===== src/smbus_register_slave_pkg.sv =====
// Purpose: Constants and types for the serial management bus register slave.
// Assumes: 100 MHz system clock; bus pins sampled synchronously.
// Notes: Summary of operation follows.
//
// Summary of operation
// - Answer slave address 0x2e, and 0x0c for a read while alerting; the read/write bit is the address byte LSB.
// - Each byte is eight data bits MSB first, then one receiver acknowledge.
// - Data changes only with clock low; data rise with clock high means stop.
// - Direction is fixed at start; switching needs a new start.
// - Accept one or two write bytes; supply exactly one byte per read.
// - First write byte after the address always loads the pointer.
// - Second write byte goes to the register the pointer selects.
// - Reads return the pointed register without rewriting the pointer.
// - Repeated start right after a pointer write may begin a read.
// - Repeated start in place of stop begins a new operation.
// - Write byte: acknowledge address, command code, then the data byte.
// - Receive byte: acknowledge read address, drive one byte, expect nack and stop.
// - While alert is low, answer alert response address with own address.
// - Take part in arbitration during alert response; lowest address wins.
// - Release alert only after status is read and the condition is gone.
// - With timeout enabled, 35 ms without activity releases data and abandons transfer.
// - Bit 6 of register 0x40 disables the timeout; default zero, enabled.
// - Bits 1:0 of 0x7d choose pin use: tach, alert, thermal, GPIO.

package smbus_register_slave_pkg;

	// ---------------------------------------------------------------
	// Addresses and register map
	// ---------------------------------------------------------------
	localparam logic [6:0] SLAVE_ADDR = 7'h2e;
	localparam logic [6:0] ALERT_RESP_ADDR = 7'h0c;
	localparam logic [7:0] BUS_AND_MONITOR_CONFIG_ADDR = 8'h40;
	localparam logic [7:0] PIN_FUNCTION_CONFIG_ADDR = 8'h7d;
	localparam logic [7:0] STATUS_FIRST_ADDR = 8'h41;
	localparam logic [7:0] STATUS_SECOND_ADDR = 8'h42;

	// ---------------------------------------------------------------
	// Reset values and fields
	// ---------------------------------------------------------------
	localparam logic [7:0] BUS_AND_MONITOR_CONFIG_RESET = 8'h00;
	localparam logic [7:0] PIN_FUNCTION_CONFIG_RESET = 8'h00;
	localparam logic [7:0] POINTER_RESET = 8'h00;
	localparam int BUS_TIMEOUT_DISABLE_BIT = 6;

	// Pin use codes as {bit1, bit0}
	localparam logic [1:0] FUNC_FOURTH_TACH_INPUT = 2'h0;
	localparam logic [1:0] FUNC_ALERT_OUTPUT = 2'h1;
	localparam logic [1:0] FUNC_THERMAL_LIMIT_PIN = 2'h2;
	localparam logic [1:0] FUNC_GPIO = 2'h3;

	// ---------------------------------------------------------------
	// Timing
	// ---------------------------------------------------------------
	localparam logic [3:0] BITS_PER_BYTE = 4'h8;
	localparam int CLOCK_KHZ = 100000;
	localparam int BUS_TIMEOUT_MS = 35;
	localparam int BUS_TIMEOUT_CYCLES = BUS_TIMEOUT_MS * CLOCK_KHZ;

	typedef enum logic [2:0] {
		S_IDLE,
		S_ADDR,
		S_ADDR_ACK,
		S_RX,
		S_RX_ACK,
		S_TX,
		S_MASTER_ACK,
		S_WAIT
	} bus_state_e;

endpackage


===== src/smbus_register_slave.sv =====
// Purpose: Serial management bus slave reaching internal registers via a pointer.
// Assumes: scl_in and sda_in are already synchronous to clock.
// Notes: Open-drain data: sda_oe high pulls the line low.
`timescale 1ns/100ps
`default_nettype none

module smbus_register_slave
	import smbus_register_slave_pkg::*;
#(
	parameter int unsigned TIMEOUT_CYCLES = BUS_TIMEOUT_CYCLES
) (
	// Clock and reset
	input wire logic clock,
	input wire logic rst_n,
	// Bus pins
	input wire logic scl_in,
	input wire logic sda_in,
	output logic sda_out,
	output logic sda_oe,
	// Register bank of the rest of the device
	output logic [7:0] reg_pointer,
	output logic reg_wr_en,
	output logic [7:0] reg_wr_data,
	output logic reg_rd_en,
	input wire logic [7:0] reg_rd_data,
	// Configuration and alert
	output logic [7:0] bus_and_monitor_config,
	output logic [7:0] pin_function_config,
	input wire logic alert_condition,
	output logic alert_n
);

	// ---------------------------------------------------------------
	// State
	// ---------------------------------------------------------------
	bus_state_e state_q, state_d;
	logic [3:0] bit_cnt_q, bit_cnt_d;
	logic [7:0] shift_q, shift_d;
	logic [1:0] byte_idx_q, byte_idx_d;
	logic ara_q, ara_d;
	logic drive_q, drive_d;
	logic [7:0] ptr_q, ptr_d;
	logic [7:0] cfg1_q, cfg1_d;
	logic [7:0] cfg4_q, cfg4_d;
	logic wr_en_q, wr_en_d;
	logic [7:0] wr_data_q, wr_data_d;
	logic rd_en_q, rd_en_d;
	logic ara_done_q, ara_done_d;
	logic status_seen_q, status_seen_d;
	logic alert_pend_q, alert_pend_d;
	logic alert_n_q, alert_n_d;
	logic [31:0] idle_cnt_q, idle_cnt_d;
	logic scl_q, scl_p, sda_q, sda_p;

	logic scl_rise, scl_fall, start_det, stop_det, timeout;
	logic [7:0] tx_byte;

	// Own address always; alert response only for a read while alerting
	function automatic logic addr_hit(input logic [7:0] b, input logic alerting);
		addr_hit = (b[7:1] == SLAVE_ADDR)
			|| (b[7:1] == ALERT_RESP_ADDR && b[0] && alerting);
	endfunction

	// Locally held configuration shadows the external bank
	function automatic logic [7:0] read_mux(input logic [7:0] p, input logic [7:0] ext,
		input logic [7:0] c1, input logic [7:0] c4);
		if (p == BUS_AND_MONITOR_CONFIG_ADDR) begin
			read_mux = c1;
		end else if (p == PIN_FUNCTION_CONFIG_ADDR) begin
			read_mux = c4;
		end else begin
			read_mux = ext;
		end
	endfunction

	assign scl_rise = scl_q && !scl_p;
	assign scl_fall = !scl_q && scl_p;
	assign start_det = scl_q && scl_p && sda_p && !sda_q;
	assign stop_det = scl_q && scl_p && !sda_p && sda_q;
	assign timeout = (state_q != S_IDLE) && !cfg1_q[BUS_TIMEOUT_DISABLE_BIT]
		&& (idle_cnt_q >= 32'(TIMEOUT_CYCLES - 1));
	assign tx_byte = ara_q ? {SLAVE_ADDR, 1'b0} : read_mux(ptr_q, reg_rd_data, cfg1_q, cfg4_q);

	// ---------------------------------------------------------------
	// Next state
	// ---------------------------------------------------------------
	always_comb begin
		state_d = state_q;
		bit_cnt_d = bit_cnt_q;
		shift_d = shift_q;
		byte_idx_d = byte_idx_q;
		ara_d = ara_q;
		drive_d = drive_q;
		ptr_d = ptr_q;
		cfg1_d = cfg1_q;
		cfg4_d = cfg4_q;
		wr_en_d = 1'b0;
		wr_data_d = wr_data_q;
		rd_en_d = 1'b0;
		ara_done_d = ara_done_q;
		status_seen_d = status_seen_q;
		// Any edge on either line counts as activity
		if (state_q == S_IDLE || scl_q != scl_p || sda_q != sda_p) begin
			idle_cnt_d = 32'h0;
		end else begin
			idle_cnt_d = idle_cnt_q + 32'h1;
		end
		if (start_det) begin
			state_d = S_ADDR;
			bit_cnt_d = 4'h0;
			byte_idx_d = 2'h0;
			drive_d = 1'b0;
		end else if (stop_det || timeout) begin
			state_d = S_IDLE;
			drive_d = 1'b0;
		end else begin
			unique case (state_q)
				S_IDLE, S_WAIT: begin
				end
				S_ADDR, S_RX: begin
					if (scl_rise) begin
						shift_d = {shift_q[6:0], sda_q};
						bit_cnt_d = bit_cnt_q + 4'h1;
					end else if (scl_fall && bit_cnt_q == BITS_PER_BYTE) begin
						bit_cnt_d = 4'h0;
						if (state_q == S_ADDR) begin
							if (addr_hit(shift_q, !alert_n_q)) begin
								drive_d = 1'b1;
								state_d = S_ADDR_ACK;
								ara_d = (shift_q[7:1] == ALERT_RESP_ADDR);
								shift_d = {7'h0, shift_q[0]};
							end else begin
								state_d = S_WAIT;
							end
						end else if (byte_idx_q == 2'h0) begin
							ptr_d = shift_q;
							drive_d = 1'b1;
							state_d = S_RX_ACK;
							byte_idx_d = 2'h1;
						end else if (byte_idx_q == 2'h1) begin
							wr_en_d = 1'b1;
							wr_data_d = shift_q;
							if (ptr_q == BUS_AND_MONITOR_CONFIG_ADDR) begin
								cfg1_d = shift_q;
							end
							if (ptr_q == PIN_FUNCTION_CONFIG_ADDR) begin
								cfg4_d = shift_q;
							end
							drive_d = 1'b1;
							state_d = S_RX_ACK;
							byte_idx_d = 2'h2;
						end else begin
							// A third byte is left unacknowledged
							state_d = S_WAIT;
						end
					end
				end
				S_ADDR_ACK: begin
					if (scl_fall) begin
						if (shift_q[0]) begin
							shift_d = tx_byte;
							drive_d = !tx_byte[7];
							rd_en_d = !ara_q;
							state_d = S_TX;
						end else begin
							drive_d = 1'b0;
							state_d = S_RX;
						end
					end
				end
				S_RX_ACK: begin
					if (scl_fall) begin
						drive_d = 1'b0;
						state_d = S_RX;
					end
				end
				S_TX: begin
					if (scl_rise) begin
						bit_cnt_d = bit_cnt_q + 4'h1;
						// Released a one but the line is low: another sender wins
						if (!drive_q && !sda_q) begin
							state_d = S_WAIT;
						end
					end else if (scl_fall) begin
						if (bit_cnt_q == BITS_PER_BYTE) begin
							drive_d = 1'b0;
							state_d = S_MASTER_ACK;
						end else begin
							shift_d = {shift_q[6:0], 1'b0};
							drive_d = !shift_q[6];
						end
					end
				end
				S_MASTER_ACK: begin
					// Exactly one byte per read, whatever the master answers
					if (scl_fall) begin
						state_d = S_WAIT;
						ara_done_d = ara_done_q || ara_q;
					end
				end
			endcase
		end

		// clearing needs the answer, a status read and no condition
		if (rd_en_q && ara_done_q
			&& (ptr_q == STATUS_FIRST_ADDR || ptr_q == STATUS_SECOND_ADDR)) begin
			status_seen_d = 1'b1;
		end
		if (alert_condition) begin
			alert_pend_d = 1'b1;
		end else if (status_seen_q) begin
			alert_pend_d = 1'b0;
			status_seen_d = 1'b0;
			ara_done_d = 1'b0;
		end else begin
			alert_pend_d = alert_pend_q;
		end
		alert_n_d = !(alert_pend_q && cfg4_q[1:0] == FUNC_ALERT_OUTPUT);
	end

	// ---------------------------------------------------------------
	// Registers
	// ---------------------------------------------------------------
	always_ff @(posedge clock) begin
		if (!rst_n) begin
			state_q <= S_IDLE;
			bit_cnt_q <= 4'h0;
			shift_q <= 8'h00;
			byte_idx_q <= 2'h0;
			ara_q <= 1'b0;
			drive_q <= 1'b0;
			ptr_q <= POINTER_RESET;
			cfg1_q <= BUS_AND_MONITOR_CONFIG_RESET;
			cfg4_q <= PIN_FUNCTION_CONFIG_RESET;
			wr_en_q <= 1'b0;
			wr_data_q <= 8'h00;
			rd_en_q <= 1'b0;
			ara_done_q <= 1'b0;
			status_seen_q <= 1'b0;
			alert_pend_q <= 1'b0;
			alert_n_q <= 1'b1;
			idle_cnt_q <= 32'h0;
			scl_q <= 1'b1;
			scl_p <= 1'b1;
			sda_q <= 1'b1;
			sda_p <= 1'b1;
		end else begin
			state_q <= state_d;
			bit_cnt_q <= bit_cnt_d;
			shift_q <= shift_d;
			byte_idx_q <= byte_idx_d;
			ara_q <= ara_d;
			drive_q <= drive_d;
			ptr_q <= ptr_d;
			cfg1_q <= cfg1_d;
			cfg4_q <= cfg4_d;
			wr_en_q <= wr_en_d;
			wr_data_q <= wr_data_d;
			rd_en_q <= rd_en_d;
			ara_done_q <= ara_done_d;
			status_seen_q <= status_seen_d;
			alert_pend_q <= alert_pend_d;
			alert_n_q <= alert_n_d;
			idle_cnt_q <= idle_cnt_d;
			scl_q <= scl_in;
			scl_p <= scl_q;
			sda_q <= sda_in;
			sda_p <= sda_q;
		end
	end

	assign sda_out = 1'b0;
	assign sda_oe = drive_q;
	assign reg_pointer = ptr_q;
	assign reg_wr_en = wr_en_q;
	assign reg_wr_data = wr_data_q;
	assign reg_rd_en = rd_en_q;
	assign bus_and_monitor_config = cfg1_q;
	assign pin_function_config = cfg4_q;
	assign alert_n = alert_n_q;

	// ---------------------------------------------------------------
	// Checks
	// ---------------------------------------------------------------
	a_addr_ack_match: assert property (@(posedge clock) disable iff (!rst_n)
		(state_q == S_ADDR && state_d == S_ADDR_ACK) |->
		(shift_q[7:1] == SLAVE_ADDR || (shift_q[7:1] == ALERT_RESP_ADDR && !alert_n_q)))
		else $error("address acknowledged that is not ours");

	a_start_restarts: assert property (@(posedge clock) disable iff (!rst_n)
		start_det |=> state_q == S_ADDR && bit_cnt_q == 4'h0 && !drive_q)
		else $error("start did not begin a new operation");

	a_stop_idles: assert property (@(posedge clock) disable iff (!rst_n)
		stop_det |=> state_q == S_IDLE && !drive_q)
		else $error("stop did not end the operation");

	a_data_on_low: assert property (@(posedge clock) disable iff (!rst_n)
		$changed(drive_q) |-> !$past(scl_q) || state_q == S_IDLE || state_q == S_ADDR)
		else $error("data line moved while clock high");

	a_pointer_first: assert property (@(posedge clock) disable iff (!rst_n)
		$changed(ptr_q) |-> $past(state_q) == S_RX && $past(byte_idx_q) == 2'h0)
		else $error("pointer loaded from other than the first byte");

	a_write_second: assert property (@(posedge clock) disable iff (!rst_n)
		wr_en_q |-> $past(byte_idx_q) == 2'h1 && reg_wr_data == $past(shift_q))
		else $error("data write not from the second byte");

	a_timeout_release: assert property (@(posedge clock) disable iff (!rst_n)
		timeout && !start_det |=> state_q == S_IDLE && !drive_q)
		else $error("timeout did not release the bus");

	a_alert_pin_use: assert property (@(posedge clock) disable iff (!rst_n)
		!alert_n_q |-> $past(cfg4_q[1:0]) == FUNC_ALERT_OUTPUT && $past(alert_pend_q))
		else $error("alert driven outside alert pin use");

	a_alert_hold: assert property (@(posedge clock) disable iff (!rst_n)
		$fell(alert_pend_q) |-> $past(status_seen_q) && !$past(alert_condition))
		else $error("alert released before status read");

	a_one_read_byte: assert property (@(posedge clock) disable iff (!rst_n)
		(state_q == S_MASTER_ACK && scl_fall && !start_det && !stop_det && !timeout)
		|=> state_q == S_WAIT && !drive_q)
		else $error("more than one byte supplied in a read");

endmodule // smbus_register_slave

`default_nettype wire


===== config.mk =====
export PLATFORM = sky130hd
export DESIGN_NAME = smbus_register_slave
export DESIGN_NICKNAME = d
export VERILOG_FILES = /design/src/smbus_register_slave_pkg.sv /design/src/smbus_register_slave.sv
export SDC_FILE = /design/constraint.sdc
export NUM_CORES = 1
export LEC_CHECK = 0
export BUFFER_PORTS_ARGS = -buffer_cell sky130_fd_sc_hd__buf_2
export CORE_UTILIZATION = 59
export DETAILED_ROUTE_END_ITERATION = 7
export PLACE_DENSITY_LB_ADDON = 0.08
export SKIP_LAST_GASP = 1
export SYNTH_ARGS = -nofsm -noshare
export SYNTH_HDL_FRONTEND = slang
export SYNTH_SLANG_ARGS = --single-unit

===== constraint.sdc =====
create_clock -name clock -period 2.9 [get_ports clock]
set_input_delay 0.145 -clock clock [delete_from_list [all_inputs] [get_ports clock]]
set_output_delay 0.145 -clock clock [all_outputs]
set_load 0.005 [all_outputs]

=== After elaboration in Yosys (flattened, before gate mapping) ===
Cells that the tools add are included.

* Input port bits: 13
* Output and inout bits: 37
* Register bits: 93

* Bitwise logic cells: 11
* Equality and inequality tests: 44
* Magnitude comparators: 1
* Mux-type cells: 61
* Add/subtract/negate cells: 2
* Reductions and logical operators: 61

{| class="wikitable"
|+ Operator list
! cell !! number
|-
| 8-bit two-way mux || 12
|-
| 9-bit AND reduction || 5
|-
| 3-bit two-way mux || 12
|-
| 32-bit by 1-bit adder with 32-bit output (second input constant) || 1
|-
| 8-bit by 7-bit == test with 1-bit output (second input constant) || 4
|-
| 32-bit by 22-bit greater-or-equal comparator with 1-bit output (second input constant) || 1
|-
| 1-bit two-way mux || 26
|-
| 4-bit != test (second input constant) || 6
|-
| 8-bit case mux with 3 select lines || 1
|-
| 2-bit != test (second input constant) || 11
|-
| 3-bit != test (second input constant) || 7
|-
| 1-bit logical AND || 16
|-
| 8-bit AND reduction || 2
|-
| 5-bit != test (second input constant) || 3
|-
| 3-bit case mux with 5 select lines || 1
|-
| 7-bit AND reduction || 2
|-
| 4-bit two-way mux || 3
|-
| 1-bit zero test || 11
|-
| 1-bit NOT || 11
|-
| 11-bit AND reduction || 1
|-
| 3-bit == test (second input constant) || 3
|-
| 2-bit two-way mux || 4
|-
| 4-bit case mux with 2 select lines || 1
|-
| 8-bit OR reduction || 1
|-
| other kinds (22) || 35
|}

=== Longest topological paths before layout ===
Gate-level depths: netlist (run 1).

* Word-level depth: 11
* Gate-level depth with buffers: 9
* Depth with buffers taken out: 8

=== Worst setup path before layout (run 1) ===
OpenSTA, ideal clock, no wires.

* Path kind: register to register
* Start: register ptr_q[2], in the netlist reg_pointer[2]
* End: register drive_q, in the netlist sda_oe
* Cell stages (with the launch flop): 7
* Arrival time: 1.947 ns
* Required time: 2.778 ns
* Path slack: 0.831 ns
* Period minus slack after synthesis: 2.069 ns
* Cell sequence: dfxtp_1 > or4_4 > or4_4 > buf_6 > a211oi_1 > o221a_1 > nor3_2

* Word-level cells in the longest chain between the ends: 8

{| class="wikitable"
|+ Ends and longest elaborated chain
! element !! line !! text
|-
| from (decl) || smbus_register_slave.sv:42 || <nowiki>logic [7:0] ptr_q, ptr_d;</nowiki>
|-
| from (signal assigned) || smbus_register_slave.sv:254 || <nowiki>ptr_q <= ptr_d;</nowiki>
|-
| 8-bit by 7-bit == test with 1-bit output || smbus_register_slave.sv:69 || <nowiki>end else if (p == PIN_FUNCTION_CONFIG_ADDR) begin</nowiki>
|-
| 8-bit two-way mux || smbus_register_slave.sv:69 ||
|-
| 8-bit two-way mux (*) || smbus_register_slave.sv:67 || <nowiki>if (p == BUS_AND_MONITOR_CONFIG_ADDR) begin</nowiki>
|-
| 8-bit two-way mux (*) || smbus_register_slave.sv:82 || <nowiki>assign tx_byte = ara_q ? {SLAVE_ADDR, 1'b0} : read_mux(ptr_q, reg_rd_data, cfg1_q, cfg4_q);</nowiki>
|-
| 1-bit zero test (*) || smbus_register_slave.sv:162 || <nowiki>drive_d = !tx_byte[7];</nowiki>
|-
| 1-bit two-way mux (*) || smbus_register_slave.sv:160 || <nowiki>if (shift_q[0]) begin</nowiki>
|-
| 1-bit two-way mux (*) || smbus_register_slave.sv:159 || <nowiki>if (scl_fall) begin</nowiki>
|-
| 1-bit case mux with 4 select lines (*) || smbus_register_slave.sv:117 || <nowiki>unique case (state_q)</nowiki>
|-
| to (signal assigned) || smbus_register_slave.sv:253 || <nowiki>drive_q <= drive_d;</nowiki>
|-
| to (decl) || smbus_register_slave.sv:41 || <nowiki>logic drive_q, drive_d;</nowiki>
|}

Every way passes the cells marked *; elsewhere a longest branch is shown, timed or not. The select of a mux whose other input is x is not followed.
A chain may end at the register's enable or synchronous reset.

=== Final worst setup path (run 1) ===
* Start: register state_q[1]
* End: register wr_data_q[3], in the netlist reg_wr_data[3]

* Word-level cells in the longest chain between the ends: 6

{| class="wikitable"
|+ Ends and longest elaborated chain
! element !! line !! text
|-
| from (decl) || smbus_register_slave.sv:36 || <nowiki>bus_state_e state_q, state_d;</nowiki>
|-
| from (signal assigned) || smbus_register_slave.sv:248 || <nowiki>state_q <= state_d;</nowiki>
|-
| 3-bit nonzero test || smbus_register_slave.sv:80 || <nowiki>assign timeout = (state_q != S_IDLE) && !cfg1_q[BUS_TIMEOUT_DISABLE_BIT]</nowiki>
|-
| 1-bit logical AND || smbus_register_slave.sv:80 ||
|-
| 1-bit logical AND || smbus_register_slave.sv:81 || <nowiki>&& (idle_cnt_q >= 32'(TIMEOUT_CYCLES - 1));</nowiki>
|-
| 1-bit logical OR || smbus_register_slave.sv:113 || <nowiki>end else if (stop_det || timeout) begin</nowiki>
|-
| 1-bit NOT (no line) || -- ||
|-
| 8-bit AND reduction (no line) (*) || -- ||
|-
| to (signal assigned) || smbus_register_slave.sv:258 || <nowiki>wr_data_q <= wr_data_d;</nowiki>
|-
| to (decl) || smbus_register_slave.sv:46 || <nowiki>logic [7:0] wr_data_q, wr_data_d;</nowiki>
|}

Every way passes the cells marked *; elsewhere a longest branch is shown, timed or not.

==> flow_metrics.py, run 1 <==
metrics = {
    "routing": {
        "wl_per_cell_um": 15.7,
        "drt_first_pass_iters": 5,
        "vias": 3985,
        "finalWirelength_mm": 10.7,
        "final_antenna_net_count": 0,
        "vias_per_cell": 5.85,
        "drcViolationCount": 0,
        "drtIter0Drc": 343,
    },
    "sta": {
        "setup_slack_ps": 371,
        "fin_skew_ps": 11.3,
        "hold_violations": 0,
        "finalMaxSlewViolations": 0,
        "layout_min_cycle_time_ps": 2530,
        "fmax_mhz": 395,
        "relSlewSlack_pct": 57.8,
        "rsz0062_at_grt": "false",
        "setup_viol": 0,
        "fin_setup_tns_ps": 0,
        "worstMarginPinSlew_ps": 628,
        "period_share_pct": 87.2,
    },
    "die": {
        "die_w_um": 90.1,
        "die_y_um": 90.1,
        "die-area_um2": 8120,
        "initial_core_util_pct": 62.1,
        "fp.coreArea_um2": 7370,
        "rows": 31,
        "ioPinCount": 50,
    },
    "clock_tree": {
        "cts_setup_buffers": 0,
        "max-clock-path-buffers": 2,
        "cts_buffers": 9,
        "clk_pin_slew_ps": 80,
        "clk_latency_ps": 360,
        "htree_levels": 3,
        "clock_sinks": 93,
        "cts_root_buffer": "clkbuf_8",
        "cts_tree": "done",
    },
    "yosys": {
        "synth_area_um2": 4580,
        "synth_warnings": 0,
        "syn_inst": 531,
        "synth_most_common_cell": "dfxtp_1",
        "yosysUniqueCellTypes": 63,
        "synth_top_cell_by_area": "dfxtp_1",
        "synth-edff-count": 0,
        "async_flop_share_pct": 0,
        "synthTopCellsByArea": "dfxtp_1, mux2i_1, nand2_1, nor2_1, nand3_1",
        "avgSynthCellArea_um2": 8.62,
        "synth_top_area_share_pct": 40.7,
        "syn-num-nets": 550,
        "synth.top_cells.by_count": "dfxtp_1, nand2_1, nor2_1",
        "ys_seq_elements": 93,
        "synth_ff_type": "dfxtp_1",
        "synth.yosys.seq_area_share_pct": 40.7,
    },
    "finish": {
        "n_antenna_cell": 0,
        "drive_gt1_share_pct": 15.3,
        "nNetsFinal": 596,
        "fin_util_pct": 69.8,
        "final_cells": 681,
        "fillers": 597,
        "syn2layout_area_growth_pct": 12.3,
    },
    "setup_path": {
        "startpoint_type": "flip-flop",
        "cp_data_required_time_ps": 3140,
        "path_class": "flip-flop to flip-flop",
        "crit_arrival_ps": 2770,
        "cp-end-kind": "flip-flop",
        "cp_max_fo": 15,
    },
    "placement": {
        "dp_cells": 664,
        "portBuffers": 48,
        "preCtsSetupSlack_ps": 408,
        "gp_congestion": 0.885,
        "dp_hpwl_mm": 7.71,
    },
    "power_and_ir_drop": {
        "peakVddDrop_v": 0.000289,
        "p_per_area_nw_per_um2": 462,
        "p_leak_nw": 1.98,
        "power_mw": 2.38,
    },
    "worst_hold_path": {
        "hold_path.class": "input port to flip-flop",
    },
    "grt": {
        "grt_util_all_layers_pct": 27.7,
        "antenna_found_initial": 0,
        "grt_overflow": 0,
        "grt_first_pass_wirelength_mm": 18.1,
        "grt_pass1_vias": 3663,
        "grt_max_degree": 33,
    },
    "status": {
        "outcome": "finished, final reports clean",
    },
    "job": {
        "drv_cap": 0,
    },
}
## layout by cell type, fill, tap and decap left out, types with 15 or more instances in the layout
master,instances
a21oi_1,21
nand3_1,33
dfxtp_1,93
xnor2_1,16
nand2_1,69
mux2i_1,41
o21ai_0,15
buf_2,48
nor2_1,50
nor3_1,20
## stage by stage
step           hold WS [ps]  cell area (um^2)
2_1_floorplan           246              4580
3_3_place_gp            341              4910
3_5_place_dp            348              4910
4_1_cts                11.4              5140
5_1_grt                8.74              5140
6_report               26.6              5140
## critical path, stage by stage, from the launching register on
cell,delay (ps)
dfxtp_1,470
nor3_2,360
a311oi_1,130
nor3_1,410
and2_1,450
nand3_2,370
mux2i_1,210
## what timing repair did
item,4_1_cts,5_1_grt
hold buffers,1,0
hold endpoints to repair,1,0
gates resized for setup,0,0
## per-layer routing
| metal | vias up | part of all wire [%] | GRT usage, % |
|---|---|---|---|
| met5 | - | 0 | 0 |
| met2 | 129 | 44 | 41.8 |
| met1 | 1865 | 49 | 40.8 |
| met3 | 17 | 5.3 | 4.06 |
| met4 | 0 | 1.5 | 8.33 |
| li1 | 1974 | - | - |
## area by class of cell
class / count / area, um^2 / area share, %
clock buffers: 11 / 141 / 2.75
flip-flops and latches: 93 / 1860 / 36.2
repair buffers: 58 / 318 / 6.18
clock inverters: 5 / 82.6 / 1.61
inverters: 14 / 52.6 / 1.02
well taps: 99 / 124 / 2.41
multi-input cells: 401 / 2560 / 49.9
## flip-flops by register name (all words and copies together), names as in the netlist, 2 cells and up
| name | flops |
|---|---|
| bit_cnt_q | 4 |
| state_q | 3 |
| reg_pointer | 8 |
| bus_and_monitor_config | 8 |
| reg_wr_data | 8 |
| pin_function_config | 8 |
| shift_q | 8 |
| byte_idx_q | 2 |
| idle_cnt_q | 32 |
## final timing paths
check,from,to,slack (ps),depth (start not counted)
setup / recovery,state_q[1],reg_wr_data[3],370,6
hold / removal,sda_in,sda_q,30,2
setup reg to reg,state_q[1],reg_wr_data[3],370,6
hold reg to reg,alert_pend_q,alert_n,460,1
## kinds of logic (layout without fill, tap and decap cells)
kind of cell	after synthesis	after routing	synth area share (%)
xor gates and xnor gates	28	28	5.36
buffers and inverters	37	88	3.47
other	1	1	0.0819
DFF	93	93	40.7
AOI/OAI and AO/OA	72	72	9.56
and+or+nand+nor	253	253	30.3
adders and majority gates	6	6	1.64
muxes	41	41	8.96
## power breakdown
group / switching (mW) / leakage [nW] / internal, mW
clock: 0.460 / 0.114 / 0.513
combinational: 0.0731 / 1.11 / 0.0395
sequential: 0.00713 / 0.750 / 1.28
total: 0.540 / 1.98 / 1.84
No activity file was read; power rests on OpenSTA's default activity.
==> run 2: changes to the inputs <==
--- a/config.mk
+++ b/config.mk
@@ -6,7 +6,9 @@
 export NUM_CORES = 1
 export LEC_CHECK = 0
 export BUFFER_PORTS_ARGS = -buffer_cell sky130_fd_sc_hd__buf_2
-export CORE_UTILIZATION = 59
+export CELL_PAD_IN_SITES_DETAIL_PLACEMENT = 0
+export CELL_PAD_IN_SITES_GLOBAL_PLACEMENT = 1
+export CORE_UTILIZATION = 44
 export DETAILED_ROUTE_END_ITERATION = 7
 export PLACE_DENSITY_LB_ADDON = 0.08
 export SKIP_LAST_GASP = 1
==> flow_metrics.py, run 2 (same netlist as run 1, synthesis figures left out) <==
metrics = {
    "sta": {
        "layout_min_cycle_time_ps": 2460,
        "setup_viol": 0,
        "timing.hold.ws_ps": 43.3,
        "period_share_pct": 84.7,
        "hold_violations": 0,
        "fin_setup_tns_ps": 0,
        "rsz0062_at_grt": "false",
        "fin_skew_ps": 7.29,
        "finalMaxSlewViolations": 0,
        "worstMarginPinSlew_ps": 725,
        "fmax_mhz": 407,
        "relSlewSlack_pct": 51.6,
        "setup_slack_ps": 443,
    },
    "setup_path": {
        "path_class": "flip-flop to flip-flop",
        "crit_arrival_ps": 2700,
        "cp_data_required_time_ps": 3140,
        "startpoint_type": "flip-flop",
        "cp_max_fo": 8,
        "cp-end-kind": "flip-flop",
    },
    "grt": {
        "grt_busiest_layer": "met2",
        "grt_use_met3_pct": 3.38,
        "grt_use_met2_pct": 32.1,
        "grt_pass1_vias": 3618,
        "grt_max_degree": 40,
        "grt_overflow": 0,
        "antenna_found_initial": 0,
        "use_met1_pct": 31.5,
        "grt_first_pass_wirelength_mm": 18.6,
        "grt_util_all_layers_pct": 21.6,
    },
    "job": {
        "drv_cap": 0,
    },
    "clock_tree": {
        "htree_levels": 3,
        "max-clock-path-buffers": 2,
        "cts_buffers": 9,
        "clk_pin_slew_ps": 90,
        "cts_resized": 0,
        "ctsHoldBuffers": 2,
        "clk_latency_ps": 360,
        "cts_setup_buffers": 0,
        "cts_tree": "done",
        "cts_root_buffer": "clkbuf_8",
        "clock_sinks": 93,
    },
    "finish": {
        "top_register": "idle_cnt_q",
        "mostFrequentLayoutCells": "dfxtp_1, nand2_1, nor2_1, buf_2, mux2i_1",
        "nNetsFinal": 599,
        "largest_register_ffs": 32,
        "syn2layout_area_growth_pct": 14.3,
        "fin_util_pct": 52.8,
        "n_antenna_cell": 0,
        "final_cell_area_um2": 5230,
        "layout.cells.most_common": "dfxtp_1",
        "final_cells": 718,
        "drive_gt1_share_pct": 15.7,
    },
    "power_and_ir_drop": {
        "p_leak_nw": 2.00,
        "pwr-share-seq_pct": 53.0,
        "p_int_mw": 1.90,
        "peakVddDrop_v": 0.000207,
        "switching_share_pct": 21.8,
        "pwr-share-comb_pct": 4.8,
        "p_per_area_nw_per_um2": 465,
        "pwr-share-clk_pct": 42.2,
        "p_sw_mw": 0.531,
        "power_mw": 2.43,
    },
    "routing": {
        "drtIter0Drc": 236,
        "wl_per_cell_um": 15.7,
        "finalWirelength_mm": 11.3,
        "drcViolationCount": 0,
        "final_antenna_net_count": 0,
        "vias": 3943,
        "drt_first_pass_iters": 5,
        "vias_per_cell": 5.49,
    },
    "die": {
        "ioPinCount": 50,
        "initial_core_util_pct": 46.2,
        "fp.coreArea_um2": 9910,
        "die_y_um": 104,
        "die_w_um": 104,
        "die-area_um2": 10800,
        "rows": 36,
    },
    "worst_hold_path": {
        "hold_path.class": "input port to flip-flop",
    },
    "placement": {
        "post_dp_cell_area_um2": 4970,
        "portBuffers": 48,
        "preCtsSetupSlack_ps": 465,
        "gp_congestion": 0.830,
        "dp_cells": 700,
        "dp_hpwl_mm": 8.21,
    },
    "status": {
        "outcome": "finished, final reports clean",
    },
}
## run 2: worst paths after layout
check             depth (start not counted)  slack, ps              to       startpoint
setup / recovery                          6        440  reg_wr_data[2]   idle_cnt_q[29]
hold / removal                            3         40    alert_pend_q  alert_condition
hold reg to reg                           2        470  reg_wr_data[0]   reg_wr_data[0]
setup reg to reg                          6        440  reg_wr_data[2]   idle_cnt_q[29]
## run 2: metal layers
| metal | share of wire (%) | vias to the layer above |
|---|---|---|
| met5 | 0 | - |
| met4 | 1.4 | 0 |
| met3 | 3.8 | 13 |
| met2 | 44 | 86 |
| met1 | 51 | 1862 |
| li1 | - | 1982 |
## run 2: final cells by class
type	count	area, um^2
Multi-Input combinational cell	401	2560
Fill cell	1000	4680
Sequential cell	93	1860
Inverter	14	52.6
Timing Repair Buffer	61	343
Clock buffer	13	179
Tap cell	133	166
Clock inverter	3	65.1
## run 2: critical path, stage by stage (launching register included)
cell      delay, ps
dfxtp_1         340
nor4_1          360
a311oi_1        200
nor3_1          410
and2_1          450
nand3_2         370
mux2i_1         200
## run 2: power by group through the flow
stage                     logic, mW  registers, mW  clock network, mW
final                         0.116           1.29               1.03
after global routing          0.127           1.29               1.12
after CTS                     0.116           1.29               1.05
after detailed placement      0.114           1.32                  0
after global placement        0.114           1.32                  0
after floorplan              0.0794           1.32                  0
==> run 3: changes to the inputs <==
--- a/config.mk
+++ b/config.mk
@@ -5,10 +5,11 @@
 export SDC_FILE = /design/constraint.sdc
 export NUM_CORES = 1
 export LEC_CHECK = 0
+export ABC_AREA = 1
 export BUFFER_PORTS_ARGS = -buffer_cell sky130_fd_sc_hd__buf_2
 export CELL_PAD_IN_SITES_DETAIL_PLACEMENT = 0
 export CELL_PAD_IN_SITES_GLOBAL_PLACEMENT = 1
-export CORE_UTILIZATION = 44
+export CORE_UTILIZATION = 42
 export DETAILED_ROUTE_END_ITERATION = 7
 export PLACE_DENSITY_LB_ADDON = 0.08
 export SKIP_LAST_GASP = 1
==> constraint.sdc (replaced) <==
create_clock -name clock -period 2.29 [get_ports clock]
set_input_delay 0.1145 -clock clock [delete_from_list [all_inputs] [get_ports clock]]
set_output_delay 0.1145 -clock clock [all_outputs]
set_load 0.005 [all_outputs]
==> flow_metrics.py, run 3 <==
metrics = {
    "finish": {
        "syn2layout_area_growth_pct": 16.7,
        "n_antenna_cell": 0,
        "fillers": 1235,
        "mostFrequentLayoutCells": "nand2_1, nor2_1, inv_1, dfxtp_1, buf_2",
        "nNetsFinal": 875,
        "final_cells": 1004,
        "largest_register_ffs": 32,
        "layout.cells.most_common": "nand2_1",
        "top_register": "idle_cnt_q",
        "drive_gt1_share_pct": 13.2,
    },
    "yosys": {
        "synth_top_area_share_pct": 36.4,
        "synth_area_um2": 5120,
        "synth_ff_type": "dfxtp_1",
        "synth_most_common_cell": "nand2_1",
        "async_flop_share_pct": 0,
        "synth.yosys.seq_area_share_pct": 36.4,
        "syn-num-nets": 811,
        "synthTopCellsByArea": "dfxtp_1, nand2_1, nor2_1, inv_1, a21oi_1",
        "ys_seq_elements": 93,
        "synth_warnings": 0,
        "synth.top_cells.by_count": "nand2_1, nor2_1, inv_1",
        "synth-edff-count": 0,
        "avgSynthCellArea_um2": 6.46,
        "yosysUniqueCellTypes": 47,
        "synth_top_cell_by_area": "dfxtp_1",
        "syn_inst": 792,
    },
    "sta": {
        "period_share_pct": 89.9,
        "fmax_mhz": 486,
        "finalMaxSlewViolations": 0,
        "rsz0062_at_grt": "false",
        "fin_setup_tns_ps": 0,
        "fin_skew_ps": 9.67,
        "hold_violations": 0,
        "layout_min_cycle_time_ps": 2060,
        "setup_viol": 0,
    },
    "setup_path": {
        "path_class": "flip-flop to flip-flop",
        "ff2ff_setup_slack_ps": 230,
        "worst_r2r_endpoint": "reg_rd_en",
        "crit_arrival_ps": 2300,
        "rr_startpoint": "idle_cnt_q[0]",
        "startpoint": "idle_cnt_q[0]",
        "rr_worst_depth": 10,
        "cp_data_required_time_ps": 2530,
        "startpoint_type": "flip-flop",
        "cp_max_fo": 8,
        "critPathCapture": "reg_rd_en",
        "cp-end-kind": "flip-flop",
    },
    "placement": {
        "gp_congestion": 0.947,
        "portBuffers": 48,
        "dp_cells": 983,
        "dp_hpwl_mm": 10.9,
    },
    "die": {
        "rows": 39,
        "die_w_um": 112,
        "fp.coreArea_um2": 11700,
        "initial_core_util_pct": 43.9,
        "ioPinCount": 50,
        "die_y_um": 112,
        "die-area_um2": 12600,
    },
    "grt": {
        "grt_util_all_layers_pct": 23.3,
        "grt_pass1_vias": 4770,
        "antenna_found_initial": 0,
        "grt_overflow": 0,
        "grt_first_pass_wirelength_mm": 23.2,
        "grt_max_degree": 41,
    },
    "clock_tree": {
        "clk_latency_ps": 350,
        "clk_pin_slew_ps": 70,
        "max-clock-path-buffers": 2,
        "cts_root_buffer": "clkbuf_16",
        "cts_buffers": 9,
        "htree_levels": 3,
        "clock_sinks": 93,
        "cts_tree": "done",
    },
    "routing": {
        "drtIter0Drc": 374,
        "vias": 5099,
        "final_antenna_net_count": 0,
        "drcViolationCount": 0,
        "drt_first_pass_iters": 5,
        "finalWirelength_mm": 14.2,
        "vias_per_cell": 5.08,
        "wl_per_cell_um": 14.2,
    },
    "worst_hold_path": {
        "hold_path_depth": 3,
        "hold_path.class": "input port to flip-flop",
    },
    "power_and_ir_drop": {
        "p_leak_nw": 2.59,
        "p_per_area_nw_per_um2": 837,
        "peakVddDrop_v": 0.000420,
    },
    "status": {
        "outcome": "finished, final reports clean",
    },
    "job": {
        "drv_cap": 0,
    },
}
==> run 3: how the worst min path moves through the flow <==
stage	startpoint	end	slack [ps]
after floorplan	scl_in	scl_q	220
after global placement	scl_in	scl_q	300
after detailed placement	scl_in	scl_q	300
after CTS	rst_n	pin_function_config[4]	190
after global routing	rst_n	pin_function_config[7]	210
final	rst_n	pin_function_config[4]	190
==> run 3: layout make-up <==
cell class	count	area, um^2	area share (%)
clock inverters	7	123	2.05
repair buffers	68	423	7.08
inverters	117	439	7.35
well taps	143	179	3.00
multi-input cells	567	2720	45.6
flip-flops and latches	93	1860	31.2
clock buffers	9	225	3.77
==> run 3: kinds of logic after synthesis <==
family	Yosys count	share of synthesized area, %
XOR/XNOR	7	1.20
flip-flops	93	36.4
AND/OR/NAND/NOR	458	40.1
other	1	0.0733
adder cells (fa/ha/maj)	6	1.47
buffers and inverters	132	10.5
AO/OA/AOI/OAI	95	10.3
==> run 3: layer usage <==
metal / global-route usage, % / part of all wire [%]
met5: 0 / 0
met4: 8.36 / 2.2
met3: 4.21 / 4.1
met1: 29.4 / 47
met2: 39.7 / 46
==> run 3: report_power, final <==
group	switching, mW	total, mW	internal, mW
sequential	0.184	1.92	1.73
combinational	0.877	1.34	0.462
clock	0.670	1.74	1.07
total	1.73	5.00	3.27
==> run 3: critical path, stage by stage, from the launching register on <==
cell     delay, ps
dfxtp_1        330
ha_1           220
nand4_1        150
nand2_1         70
nand2_1         70
nand2_1         60
nand2_1         60
nand2_1        110
a21oi_4        330
nand2_1        240
nor3_1         290
==> run 3: timing repair <==
action,in CTS,in global routing
setup endpoints to repair,0,12
resized for setup,0,1
setup buffers,0,2
endpoints found under the hold margin,3,0
hold buffers,3,0
==> run 3: through the flow <==
step                      cell area (um^2)  setup slack [ps]  hold WS (ps)  util, %  total power [mW]
after floorplan                       5120               419           221        -              2.86
after global placement                5570               143           300     47.7              3.30
after detailed placement              5570               159           305     47.7              3.27
after CTS                             5940               154           187     51.0              5.05
after global routing                  5970              42.9           213     51.2              5.33
final                                 5970               231           194     51.2              5.00
